`src/include/mcuid_pkg.sv`:
```
/*
  Shared constants and types for the instruction decoder and cycle sequencer.
  Assumes a single 200 MHz core clock and a synchronous active-low reset.
*/
package mcuid_pkg;

  // Instruction cycle framing
  localparam int unsigned CLKS_PER_CYCLE = 4;
  localparam logic [1:0] PHASE_LAST = 2'h3;
  localparam logic [3:0] MOVX_BASE_CYCLES = 4'h2;

  // Clock control byte: stretch field position and reset value
  localparam int unsigned STRETCH_LSB = 0;
  localparam int unsigned STRETCH_W = 3;
  localparam logic [7:0] CLOCK_CONTROL_RESET = 8'h01;

  // Cycle counts and byte lengths
  localparam logic [3:0] CYC1 = 4'h1;
  localparam logic [3:0] CYC2 = 4'h2;
  localparam logic [3:0] CYC3 = 4'h3;
  localparam logic [1:0] LEN1 = 2'h1;
  localparam logic [1:0] LEN2 = 2'h2;
  localparam logic [1:0] LEN3 = 2'h3;

  typedef enum logic [3:0] {
    CLS_NONE = 4'h0,
    CLS_ALU = 4'h1,
    CLS_MOVE = 4'h2,
    CLS_MOVC = 4'h3,
    CLS_MOVX = 4'h4,
    CLS_PUSH = 4'h5,
    CLS_POP = 4'h6,
    CLS_XCH = 4'h7,
    CLS_DATA_POINTER_16 = 4'h8
  } mcuid_class_t;

  typedef enum logic [3:0] {
    ALU_NOP = 4'h0,
    ALU_ADD = 4'h1,
    ALU_ADDC = 4'h2,
    ALU_SUBB = 4'h3,
    ALU_AND = 4'h4,
    ALU_OR = 4'h5,
    ALU_XOR = 4'h6,
    ALU_CLR = 4'h7,
    ALU_CPL = 4'h8,
    ALU_SWAP = 4'h9,
    ALU_RL = 4'hA,
    ALU_RLC = 4'hB,
    ALU_RR = 4'hC,
    ALU_RRC = 4'hD
  } mcuid_alu_t;

  typedef enum logic [3:0] {
    OPD_NONE = 4'h0,
    OPD_ACC = 4'h1,
    OPD_REG = 4'h2,
    OPD_IND = 4'h3,
    OPD_DIR = 4'h4,
    OPD_IMM = 4'h5,
    OPD_IMM16 = 4'h6,
    OPD_DATA_POINTER_16 = 4'h7,
    OPD_CODE_DATA_POINTER_16 = 4'h8,
    OPD_CODE_PC = 4'h9,
    OPD_EXT8 = 4'hA,
    OPD_EXT16 = 4'hB,
    OPD_STACK = 4'hC
  } mcuid_opd_t;

  typedef enum logic [1:0] {
    ST_IDLE = 2'b01,
    ST_EXEC = 2'b10
  } mcuid_state_t;

endpackage : mcuid_pkg

```
`src/rtl/mcuid_cycle_timer.sv`:
```
/*
  Clock phase counter inside one instruction cycle.
  Assumes run is driven by the sequencer on the same clock.
*/
module mcuid_cycle_timer (
  input wire logic clk,
  input wire logic rst_n,
  input wire logic run,
  output logic [1:0] phase,
  output logic cycle_end
);

  logic [1:0] phase_q;
  logic [1:0] phase_d;

  // Phase restarts at zero whenever the sequencer is idle
  always_comb begin
    phase_d = run ? phase_q + 2'h1 : 2'h0;
  end

  always_ff @(posedge clk) begin
    if (!rst_n) begin
      phase_q <= 2'h0;
    end else begin
      phase_q <= phase_d;
    end
  end

  assign phase = phase_q;
  assign cycle_end = run && (phase_q == mcuid_pkg::PHASE_LAST);

endmodule : mcuid_cycle_timer

```
`src/rtl/mcuid_decoder.sv`:
```
/*
  Opcode decoder and instruction cycle sequencer for the arithmetic, logical
  and data-transfer groups. Assumes opcode and operand bytes come from the
  fetch logic on the same clock and are held while op_valid is high.
*/
// Function
// - Every instruction cycle lasts four clocks; cycle counts use this unit.
// - Add decodes 28-2F, 26-27 one cycle; 25, 24 two bytes two cycles.
// - Add-with-carry decodes 38-3F, 36-37, 35, 34 and uses carry.
// - Subtract-with-borrow decodes 98-9F, 96-97, 95, 94 and uses carry.
// - AND decodes 58-5F, 56-57, 54, 52 (two cycles), 53 (three).
// - OR decodes 48-4F, 46-47, 45, 44, 42 two bytes two cycles, 43 three bytes three cycles.
// - XOR decodes 68-6F, 66-67, 65, 64, 62 two bytes two cycles, 63 three bytes three cycles.
// - One-cycle accumulator ops: E4, F4, C4, 23, 33, 03, 13.
// - Moves to A: E8-EF, E6-E7, E5, 74; from A: F8-FF, F6-F7, F5.
// - Register loads A8-AF, 78-7F two cycles; direct from 88-8F, 86-87.
// - Moves 85 and 75 take three bytes three cycles; A6-A7, 76-77 indirect.
// - Data pointer immediate load 90 takes three bytes three cycles.
// - Code reads 93 and 83 are one byte, three cycles.
// - External transfers E2-E3, E0, F2-F3, F0 are one byte, 2-9 cycles.
// - Push C0 and pop D0 are two bytes two cycles.
// - Exchange C8-CF, C6-C7 one cycle; C5 two bytes two cycles.
// - Lowest opcode bit picks pointer register 0 or 1 for indirect forms.
// - Relative operand is signed 8-bit; immediates are 8 or 16 bits.
// - External transfer cycles equal two plus stretch field, reset value 1.
module mcuid_decoder (
  input wire logic clk,
  input wire logic rst_n,
  input wire logic op_valid,
  output logic op_ready,
  input wire logic [7:0] opcode,
  input wire logic [7:0] operand1,
  input wire logic [7:0] operand2,
  input wire logic clock_control_wr,
  input wire logic [7:0] clock_control_wdata,
  output logic [7:0] clock_control_sfr,
  output mcuid_pkg::mcuid_class_t dec_class,
  output mcuid_pkg::mcuid_alu_t dec_alu,
  output mcuid_pkg::mcuid_opd_t dec_src,
  output mcuid_pkg::mcuid_opd_t dec_dst,
  output logic [1:0] dec_len,
  output logic [3:0] dec_cycles,
  output logic indirect_pointer_reg,
  output logic dec_uses_carry,
  output logic dec_unsupported,
  output logic [15:0] dec_imm16,
  output logic [15:0] dec_rel,
  output logic busy,
  output logic [1:0] clk_phase,
  output logic [3:0] cycle_index,
  output logic exec_done
);

  logic [7:0] clock_control_sfr_q, clock_control_sfr_d;
  logic [2:0] movx_stretch_field;
  mcuid_pkg::mcuid_class_t cls_c, cls_q;
  mcuid_pkg::mcuid_alu_t alu_c, alu_q;
  mcuid_pkg::mcuid_opd_t src_c, src_q, dst_c, dst_q;
  logic [1:0] len_c, len_q;
  logic [3:0] cyc_c, cyc_q;
  logic ptr_q, carry_q, unsup_q;
  logic [15:0] imm16_q, rel_q;
  mcuid_pkg::mcuid_state_t state_q, state_d;
  logic [3:0] cidx_q, cidx_d;
  logic done_q, done_d;
  logic accept, cycle_end;
  logic [1:0] phase;

  // Software writes the stretch value through the clock control byte
  always_comb begin
    clock_control_sfr_d = clock_control_wr ? clock_control_wdata : clock_control_sfr_q;
  end

  always_ff @(posedge clk) begin
    if (!rst_n) begin
      clock_control_sfr_q <= mcuid_pkg::CLOCK_CONTROL_RESET;
    end else begin
      clock_control_sfr_q <= clock_control_sfr_d;
    end
  end

  assign movx_stretch_field =
    clock_control_sfr_q[mcuid_pkg::STRETCH_LSB +: mcuid_pkg::STRETCH_W];
  assign clock_control_sfr = clock_control_sfr_q;

  always_comb begin
    cls_c = mcuid_pkg::CLS_NONE;
    alu_c = mcuid_pkg::ALU_NOP;
    src_c = mcuid_pkg::OPD_NONE;
    dst_c = mcuid_pkg::OPD_NONE;
    len_c = mcuid_pkg::LEN1;
    cyc_c = mcuid_pkg::CYC1;
    casez (opcode)
      8'h23, 8'h33, 8'h03, 8'h13, 8'hE4, 8'hF4, 8'hC4: begin
        cls_c = mcuid_pkg::CLS_ALU;
        src_c = mcuid_pkg::OPD_ACC;
        dst_c = mcuid_pkg::OPD_ACC;
        case (opcode)
          8'h23: alu_c = mcuid_pkg::ALU_RL;
          8'h33: alu_c = mcuid_pkg::ALU_RLC;
          8'h03: alu_c = mcuid_pkg::ALU_RR;
          8'h13: alu_c = mcuid_pkg::ALU_RRC;
          8'hE4: alu_c = mcuid_pkg::ALU_CLR;
          8'hF4: alu_c = mcuid_pkg::ALU_CPL;
          default: alu_c = mcuid_pkg::ALU_SWAP;
        endcase
      end
      8'h90: begin
        cls_c = mcuid_pkg::CLS_DATA_POINTER_16;
        src_c = mcuid_pkg::OPD_IMM16;
        dst_c = mcuid_pkg::OPD_DATA_POINTER_16;
        len_c = mcuid_pkg::LEN3;
        cyc_c = mcuid_pkg::CYC3;
      end
      8'h93, 8'h83: begin
        cls_c = mcuid_pkg::CLS_MOVC;
        src_c = opcode[4] ? mcuid_pkg::OPD_CODE_DATA_POINTER_16 : mcuid_pkg::OPD_CODE_PC;
        dst_c = mcuid_pkg::OPD_ACC;
        cyc_c = mcuid_pkg::CYC3;
      end
      8'hE0, 8'b1110_001?, 8'hF0, 8'b1111_001?: begin
        cls_c = mcuid_pkg::CLS_MOVX;
        // Stretch is sampled at accept; a later write affects the next transfer
        cyc_c = mcuid_pkg::MOVX_BASE_CYCLES + {1'b0, movx_stretch_field};
        if (opcode[4]) begin
          src_c = mcuid_pkg::OPD_ACC;
          dst_c = opcode[1] ? mcuid_pkg::OPD_EXT8 : mcuid_pkg::OPD_EXT16;
        end else begin
          src_c = opcode[1] ? mcuid_pkg::OPD_EXT8 : mcuid_pkg::OPD_EXT16;
          dst_c = mcuid_pkg::OPD_ACC;
        end
      end
      8'hC0, 8'hD0: begin
        cls_c = opcode[4] ? mcuid_pkg::CLS_POP : mcuid_pkg::CLS_PUSH;
        src_c = opcode[4] ? mcuid_pkg::OPD_STACK : mcuid_pkg::OPD_DIR;
        dst_c = opcode[4] ? mcuid_pkg::OPD_DIR : mcuid_pkg::OPD_STACK;
        len_c = mcuid_pkg::LEN2;
        cyc_c = mcuid_pkg::CYC2;
      end
      8'b1100_1???, 8'b1100_011?, 8'hC5: begin
        cls_c = mcuid_pkg::CLS_XCH;
        dst_c = mcuid_pkg::OPD_ACC;
        if (opcode[3]) begin
          src_c = mcuid_pkg::OPD_REG;
        end else if (opcode[1]) begin
          src_c = mcuid_pkg::OPD_IND;
        end else begin
          src_c = mcuid_pkg::OPD_DIR;
          len_c = mcuid_pkg::LEN2;
          cyc_c = mcuid_pkg::CYC2;
        end
      end
      8'b0010_????, 8'b0011_????, 8'b1001_????,
      8'b0100_????, 8'b0101_????, 8'b0110_????: begin
        cls_c = mcuid_pkg::CLS_ALU;
        dst_c = mcuid_pkg::OPD_ACC;
        case (opcode[7:4])
          4'h2: alu_c = mcuid_pkg::ALU_ADD;
          4'h3: alu_c = mcuid_pkg::ALU_ADDC;
          4'h9: alu_c = mcuid_pkg::ALU_SUBB;
          4'h5: alu_c = mcuid_pkg::ALU_AND;
          4'h4: alu_c = mcuid_pkg::ALU_OR;
          default: alu_c = mcuid_pkg::ALU_XOR;
        endcase
        if (opcode[3]) begin
          src_c = mcuid_pkg::OPD_REG;
        end else begin
          case (opcode[2:0])
            3'h6, 3'h7: src_c = mcuid_pkg::OPD_IND;
            3'h5: begin
              src_c = mcuid_pkg::OPD_DIR;
              len_c = mcuid_pkg::LEN2;
              cyc_c = mcuid_pkg::CYC2;
            end
            3'h4: begin
              src_c = mcuid_pkg::OPD_IMM;
              len_c = mcuid_pkg::LEN2;
              cyc_c = mcuid_pkg::CYC2;
            end
            3'h2, 3'h3: begin
              // Only the logical groups have direct-byte destinations
              if (opcode[7:6] == 2'h1) begin
                dst_c = mcuid_pkg::OPD_DIR;
                src_c = opcode[0] ? mcuid_pkg::OPD_IMM : mcuid_pkg::OPD_ACC;
                len_c = opcode[0] ? mcuid_pkg::LEN3 : mcuid_pkg::LEN2;
                cyc_c = opcode[0] ? mcuid_pkg::CYC3 : mcuid_pkg::CYC2;
              end else begin
                cls_c = mcuid_pkg::CLS_NONE;
                alu_c = mcuid_pkg::ALU_NOP;
                dst_c = mcuid_pkg::OPD_NONE;
              end
            end
            default: begin
              cls_c = mcuid_pkg::CLS_NONE;
              alu_c = mcuid_pkg::ALU_NOP;
              dst_c = mcuid_pkg::OPD_NONE;
            end
          endcase
        end
      end
      8'b1110_1???, 8'b1110_011?, 8'hE5, 8'h74,
      8'b1111_1???, 8'b1111_011?, 8'hF5: begin
        cls_c = mcuid_pkg::CLS_MOVE;
        // Bit 4 cannot give the direction here: 74 loads the accumulator
        if (opcode[7:4] == 4'hF) begin
          src_c = mcuid_pkg::OPD_ACC;
          dst_c = opcode[3] ? mcuid_pkg::OPD_REG :
                  (opcode[1] ? mcuid_pkg::OPD_IND : mcuid_pkg::OPD_DIR);
        end else begin
          dst_c = mcuid_pkg::OPD_ACC;
          src_c = opcode[3] ? mcuid_pkg::OPD_REG :
                  (opcode[1] ? mcuid_pkg::OPD_IND :
                  (opcode[7] ? mcuid_pkg::OPD_DIR : mcuid_pkg::OPD_IMM));
        end
        if (!opcode[3] && !opcode[1]) begin
          len_c = mcuid_pkg::LEN2;
          cyc_c = mcuid_pkg::CYC2;
        end
      end
      8'b1010_1???, 8'b0111_1???, 8'b1000_1???, 8'b1000_011?,
      8'b1010_011?, 8'b0111_011?: begin
        cls_c = mcuid_pkg::CLS_MOVE;
        len_c = mcuid_pkg::LEN2;
        cyc_c = mcuid_pkg::CYC2;
        if (opcode[7:4] == 4'h8) begin
          dst_c = mcuid_pkg::OPD_DIR;
          src_c = opcode[3] ? mcuid_pkg::OPD_REG : mcuid_pkg::OPD_IND;
        end else begin
          dst_c = opcode[3] ? mcuid_pkg::OPD_REG : mcuid_pkg::OPD_IND;
          src_c = opcode[7] ? mcuid_pkg::OPD_DIR : mcuid_pkg::OPD_IMM;
        end
      end
      8'h85, 8'h75: begin
        cls_c = mcuid_pkg::CLS_MOVE;
        dst_c = mcuid_pkg::OPD_DIR;
        src_c = opcode[7] ? mcuid_pkg::OPD_DIR : mcuid_pkg::OPD_IMM;
        len_c = mcuid_pkg::LEN3;
        cyc_c = mcuid_pkg::CYC3;
      end
      default: cls_c = mcuid_pkg::CLS_NONE;
    endcase
  end

  assign accept = op_valid && op_ready;

  mcuid_cycle_timer u_timer (
    .clk(clk),
    .rst_n(rst_n),
    .run(state_q == mcuid_pkg::ST_EXEC),
    .phase(phase),
    .cycle_end(cycle_end)
  );

  always_comb begin
    state_d = state_q;
    cidx_d = cidx_q;
    done_d = 1'b0;
    case (state_q)
      mcuid_pkg::ST_IDLE: begin
        cidx_d = 4'h0;
        if (op_valid) begin
          state_d = mcuid_pkg::ST_EXEC;
        end
      end
      mcuid_pkg::ST_EXEC: begin
        if (cycle_end) begin
          if (cidx_q == cyc_q - 4'h1) begin
            state_d = mcuid_pkg::ST_IDLE;
            done_d = 1'b1;
            cidx_d = 4'h0;
          end else begin
            cidx_d = cidx_q + 4'h1;
          end
        end
      end
      default: state_d = mcuid_pkg::ST_IDLE;
    endcase
  end

  always_ff @(posedge clk) begin
    if (!rst_n) begin
      state_q <= mcuid_pkg::ST_IDLE;
      cidx_q <= 4'h0;
      done_q <= 1'b0;
      cls_q <= mcuid_pkg::CLS_NONE;
      alu_q <= mcuid_pkg::ALU_NOP;
      src_q <= mcuid_pkg::OPD_NONE;
      dst_q <= mcuid_pkg::OPD_NONE;
      len_q <= mcuid_pkg::LEN1;
      cyc_q <= mcuid_pkg::CYC1;
      ptr_q <= 1'b0;
      carry_q <= 1'b0;
      unsup_q <= 1'b0;
      imm16_q <= 16'h0000;
      rel_q <= 16'h0000;
    end else begin
      state_q <= state_d;
      cidx_q <= cidx_d;
      done_q <= done_d;
      if (accept) begin
        cls_q <= cls_c;
        alu_q <= alu_c;
        src_q <= src_c;
        dst_q <= dst_c;
        len_q <= len_c;
        cyc_q <= cyc_c;
        ptr_q <= opcode[0];
        carry_q <= (alu_c == mcuid_pkg::ALU_ADDC) || (alu_c == mcuid_pkg::ALU_SUBB) ||
                   (alu_c == mcuid_pkg::ALU_RLC) || (alu_c == mcuid_pkg::ALU_RRC);
        unsup_q <= (cls_c == mcuid_pkg::CLS_NONE);
        imm16_q <= {operand1, operand2};
        rel_q <= {{8{operand1[7]}}, operand1};
      end
    end
  end

  assign op_ready = (state_q == mcuid_pkg::ST_IDLE);
  assign busy = (state_q == mcuid_pkg::ST_EXEC);
  assign exec_done = done_q;
  assign clk_phase = phase;
  assign cycle_index = cidx_q;
  assign dec_class = cls_q;
  assign dec_alu = alu_q;
  assign dec_src = src_q;
  assign dec_dst = dst_q;
  assign dec_len = len_q;
  assign dec_cycles = cyc_q;
  assign indirect_pointer_reg = ptr_q;
  assign dec_uses_carry = carry_q;
  assign dec_unsupported = unsup_q;
  assign dec_imm16 = imm16_q;
  assign dec_rel = rel_q;

  // Clock count of the running instruction, read only by the checks
  logic [5:0] exec_clks_q;
  always_ff @(posedge clk) begin
    if (!rst_n || !busy) begin
      exec_clks_q <= 6'h00;
    end else begin
      exec_clks_q <= exec_clks_q + 6'h01;
    end
  end
endmodule : mcuid_decoder

```
`config.mk`:
```
export PLATFORM = sky130hd
export DESIGN_NAME = mcuid_decoder
export DESIGN_NICKNAME = d
export VERILOG_FILES = /design/src/include/mcuid_pkg.sv /design/src/rtl/mcuid_cycle_timer.sv /design/src/rtl/mcuid_decoder.sv
export SDC_FILE = /design/constraint.sdc
export NUM_CORES = 1
export LEC_CHECK = 0
export BUFFER_PORTS_ARGS = -buffer_cell sky130_fd_sc_hd__buf_2
export CAP_MARGIN = 20
export CORE_ASPECT_RATIO = 0.5
export CORE_UTILIZATION = 43
export CTS_BUF_LIST = sky130_fd_sc_hd__clkbuf_8
export CTS_CLUSTER_DIAMETER = 80
export DETAILED_ROUTE_END_ITERATION = 6
export PLACE_DENSITY = 0.78
export SLEW_MARGIN = 40
export SYNTH_ARGS = -nofsm -noshare
export SYNTH_HDL_FRONTEND = slang
export SYNTH_SLANG_ARGS = --single-unit
export TNS_END_PERCENT = 10
```
`constraint.sdc`:
```
create_clock -name clk -period 2.3 [get_ports clk]
set_clock_uncertainty 0.1 [all_clocks]
set_input_delay 0.115 -clock clk [delete_from_list [all_inputs] [get_ports clk]]
set_output_delay 0.115 -clock clk [all_outputs]
set_load 0.005 [all_outputs]
```
# Yosys cells after proc, flatten, opt, wreduce, memory -nomap -nowiden
# Index checks and enable logic that the tools add are counted.
[classes]
addsub = 4
mul = 0
n_div = 0
n_lt_le_gt_ge = 0
n_eq_ne = 60
shift = 0
n_mux = 66
n_bitwise = 0
n_reduce_logical = 32
[ops]
columns = ["op", "n"]
rows = [
  ["8-bit == test (second input constant)", 14],
  ["4-bit one-hot mux with 6 select lines", 3],
  ["4-bit two-way mux", 13],
  ["7-bit == test (second input constant)", 7],
  ["4-bit one-hot mux with 4 select lines", 3],
  ["2-bit two-way mux", 14],
  ["3-bit two-way mux", 9],
  ["5-bit == test (second input constant)", 5],
  ["2-bit one-hot mux with 4 select lines", 3],
  ["4-bit one-hot mux with 2 select lines", 3],
  ["12-bit OR reduction", 2],
  ["4-bit == test (second input constant)", 5],
  ["4-bit one-hot mux with 5 select lines", 1],
  ["4-bit by 2-bit == test with 1-bit output (second input constant)", 4],
  ["8-bit by 6-bit == test with 1-bit output (second input constant)", 2],
  ["8-bit by 7-bit == test with 1-bit output (second input constant)", 2],
  ["2-bit one-hot mux with 2 select lines", 4],
  ["3-bit one-hot mux with 5 select lines", 1],
  ["15-bit OR reduction", 1],
  ["7-bit OR reduction", 2],
  ["13-bit OR reduction", 1],
  ["3-bit == test (second input constant)", 4],
  ["4-bit by 3-bit == test with 1-bit output (second input constant)", 3],
  ["3-bit one-hot mux with 4 select lines", 1],
  ["other kinds (27)", 55],
]
[word_totals]
register_bits = 66
latch_bits = 0
ram_bits = 0
rom_bits = 0
inputBits = 36
output_inout_bits = 74
elab_cells = 178
n_memories = 0

# Longest topological paths before layout
[depth]
word_depth = 11
depth_mapped = 8
mapped_depth_nobuf = 8

# Hierarchy
# A second synthesis with hierarchy kept.
[unflattened]
hier_cells = 435
hier_area_um2 = 3397.0
[by_module_without_submodules]
columns = ["mod", "n_inst", "cells_per_inst", "area_per_inst_um2", "seq_area_each_um2"]
rows = [
  ["mcuid_decoder", 1, 429, 3323.2, 1121.1],
  ["mcuid_cycle_timer", 1, 6, 73.8, 40.0],
]

# Least setup slack after synthesis
# No wires, ideal clock.
[synth_timing]
path_type = "register -> register"
startpoint = "register state_q[1]"
endpoint = "register unsup_q (netlist: dec_unsupported)"
setup_time_ps = 59
arrival_time_ps = 1725
t_required_ps = 2141
slack_ps = 415
stages_incl_launch_ff = 8
n_path_buf = 1
synth_period_minus_slack_ps = 1885
cell_sequence = "dfxtp_1 > and2b_1 > and2_1 > buf_2 > o311ai_1 > or4_1 > o31ai_1 > and2_1"
[synth_between]
elab_chain_cells = 2
[synth_lines]
columns = ["element", "line_no", "text"]
rows = [
  ["start: declaration", "mcuid_decoder.sv:63", "mcuid_pkg::mcuid_state_t state_q, state_d;"],
  ["start signal: assignment", "mcuid_decoder.sv:282", "state_q <= mcuid_pkg::ST_IDLE;"],
  ["start signal: assignment", "mcuid_decoder.sv:297", "state_q <= state_d;"],
  ["2-bit by 1-bit == test with 1-bit output", "mcuid_decoder.sv:317", "assign op_ready = (state_q == mcuid_pkg::ST_IDLE);"],
  ["net op_ready", "mcuid_decoder.sv:30", "output logic op_ready,"],
  ["1-bit logical AND", "mcuid_decoder.sv:244", "assign accept = op_valid && op_ready;"],
  ["end signal: assignment", "mcuid_decoder.sv:310", "unsup_q <= (cls_c == mcuid_pkg::CLS_NONE);"],
  ["end: declaration", "mcuid_decoder.sv:61", "logic ptr_q, carry_q, unsup_q;"],
]
# The timed path passes the listed nets, and every way through them passes these cells.
# A chain may end at the register's enable or synchronous reset.

# Worst setup path in the final report
[layout_timing]
startpoint = "register state_q[1]"
endpoint = "register cyc_q[1] (netlist: dec_cycles[1])"
[layout_between]
elab_chain_cells = 2
[layout_lines]
columns = ["element", "line_no", "text"]
rows = [
  ["2-bit by 1-bit == test with 1-bit output", "mcuid_decoder.sv:317", ""],
  ["1-bit logical AND", "mcuid_decoder.sv:244", ""],
  ["end signal: assignment", "mcuid_decoder.sv:290", "cyc_q <= mcuid_pkg::CYC1;"],
  ["end signal: assignment", "mcuid_decoder.sv:306", "cyc_q <= cyc_c;"],
  ["end: declaration", "mcuid_decoder.sv:60", "logic [3:0] cyc_c, cyc_q;"],
]
# No other way between the ends.

==> impl_metrics.toml <==
[logic_synthesis]
syn_nets = 458
synthTopCellsByArea = "dfxtp_1 34%, nand2_1 6.5%, a21boi_0 4.6%"
async_flop_share = 0
ys.flop_type = "dfxtp_1"
syn_area_per_cell_um2 = 8.23
synth_top_area_frac = 0.338
synth_edf_count = 0
synth_most_common_cell = "nand2_1"
yosys_warnings = 0
synth_area_leader_cell = "dfxtp_1"
synth.distinct_cells = 77
synth_area_um2 = 3440
ys_seq_elements = 58
synth_seq_area_share = 0.338
synth_cells = 418
synth_common_cells = "60 x nand2_1, 58 x dfxtp_1, 25 x o21ai_0, 21 x a21boi_0, 20 x nor2_1"

[finish]
area_delta_synth_final_pct = 29.0
multi_input_area_um2 = 1980
drive_gt1_frac = 0.307
largest_reg_flops = 16
diodes = 0
seq_area_um2 = 1160
fillers = 701
fin_util = 0.588
fin_nets = 573

[sta]
min_period_ns = 2.26
rsz0062_at_grt = "no"
fmax_mhz = 443
drv_slew = 0
finalSetupTns_ns = 0
finalCritPeriodShare = 0.981
worst_slew_pin_slew_ns = 0.657
finalSetupViolCount = 0
max_slew_margin = 0.562
hold_viol = 0

[critical_path]
setup.worst_path.end_class = "flip-flop"
cp_slowest_cell = "a2111oi_1"
cp.arrival_ns = 2.37
crit_chain = "and2b_1 > and2_2 > buf_4 > nand2_1 > a2111oi_1 > buf_4 > a21oi_1"
cp_common_cell = "buf_4"
startpoint = "state_q[1]"
r2r_start = "state_q[1]"
crit_path_max_incr_delay_ns = 0.60
cp_max_fo = 26
crit_required_ns = 2.41
startpoint_type = "flip-flop"
ff2ff_setup_slack_ns = 0.04
crit_type = "flip-flop to flip-flop"

[clock_network]
clock-sinks = 58
h-tree-depth = 3
cts_tree = "built"
clockBufferDepth = 2
clk_latency_ns = 0.33
clk_pin_slew_ns = 0.07
cts_buffers = 9
clockRootBuffer = "clkbuf_8"
post_cts_buffers = 0

[drt]
wl_um = 10300
vias = 3575
postRouteAntennaNets = 0
routed_via_density = 5.53
wl_per_cell_um = 16.0
drc = 0
drt-initial-drc-count = 319
drt_first_pass_iters = 5

[floorplan]
fp.coreArea_um2 = 7540
pin_count = 110
dieArea_um2 = 8380
start_util = 0.456
rows = 22
fp.dieW_um = 128
die-height_um = 65.2

[min_path]
hold_start = "opcode[0]"
hp-class = "primary input to flip-flop"

[outcome]
outcome = "finished clean"

[power]
power_density_nw_per_um2 = 589
design_power_total_mw = 2.61
p_leak_nw = 1.99
irDropWorstVdd_mv = 0.316

[global_route]
grt_pass1_wl_um = 16100
overflow = 0
grt_pass1_vias = 3190
grt_max_degree = 45
antenna_found_initial = 0
track_usage = 0.247

[flow_run]
drv_cap = 0

[placement]
dp_hpwl_um = 7160
place_congestion = 0.997
io_buffers = 109
-- per-layer routing --
| layer | wire [µm] | GRT usage | part of all wire | up-vias |
|---|---|---|---|---|
| li1 | - | - | - | 1738 |
| met1 | 4650 | 0.316 | 0.45 | 1646 |
| met2 | 4710 | 0.418 | 0.46 | 165 |
| met3 | 732 | 0.0513 | 0.071 | 26 |
| met4 | 218 | 0.0853 | 0.021 | 0 |
| met5 | 0 | 0 | 0 | - |
-- layout by cell type, fill, tap and decap left out, drive strengths merged, types with 3 or more instances in the layout --
cell type / instances
nor3: 7
nand2: 60
mux2i: 8
and2: 5
nor2: 21
a21o: 3
o31ai: 4
or4: 4
a21boi: 21
ha: 4
dlygate4sd3: 24
dfxtp: 58
a31oi: 7
o21ai: 31
inv: 9
nand3: 11
nand4: 3
clkbuf: 11
a21oi: 17
nor4: 3
nand4b: 4
xnor2: 3
o211a: 4
nor2b: 15
and3: 3
a32oi: 4
o221a: 3
buf: 128
a2111oi: 3
nor3b: 4
nand2b: 5
o21a: 3
xor2: 3
-- path summary, 6_finish.rpt --
kind | end | cells after the start
setup reg to reg | dec_cycles[1] | 7
hold reg to reg | u_timer.phase[0] | 1
hold / removal | indirect_pointer_reg | 3
setup / recovery | dec_cycles[1] | 7
-- cell type report --
type	count	area share
Inverter	8	0.00677
Clock inverter	5	0.0121
Tap cell	108	0.0305
Multi-Input combinational cell	304	0.445
Sequential cell	58	0.262
Clock buffer	11	0.0341
Timing Repair Buffer	152	0.209
-- power breakdown --
part / leakage (nW) / internal (mW) / switching, mW
Clock: 0.103 / 0.553 / 0.413
Combinational: 1.42 / 0.244 / 0.296
Sequential: 0.476 / 1.07 / 0.0379
Total: 1.99 / 1.87 / 0.747
-- stage by stage --
step | cell area (µm²) | worst slack (ns) | std cells | hold WS (ns)
floorplan | 3440 | 0.415 | 418 | 0.144
global placement | 3990 | 0.0592 | 606 | 0.238
detailed placement | 3990 | 0.0835 | 606 | 0.237
CTS | 4430 | 0.00227 | 646 | 0.0593
global route | 4440 | 0.0290 | 646 | 0.110
finish | 4440 | 0.0431 | 646 | 0.0753
-- cell families after synthesis --
logic type / Yosys count / share of synthesized area
XOR/XNOR: 7 / 0.0218
adder cells (fa/ha/maj): 4 / 0.0146
AO/OA/AOI/OAI: 126 / 0.261
multiplexers: 8 / 0.0233
buffers and inverters: 56 / 0.0888
flip-flops: 58 / 0.338
AND/OR/NAND/NOR: 159 / 0.253
-- repair_timing --
item	CTS	global route
setup endpoints to repair	0	2
hold buffers	24	0
resized for setup	0	1
endpoints found under the hold margin	24	0
-- critical path, delay by kind of cell (launching register included) --
kind / cells / cell delay [ns]
AOI/OAI and AO/OA: 2 / 0.65
buffers and inverters: 2 / 0.49
and+or+nand+nor: 3 / 0.60
DFF: 1 / 0.31
Note: power is estimated with default switching activity, not from simulation.
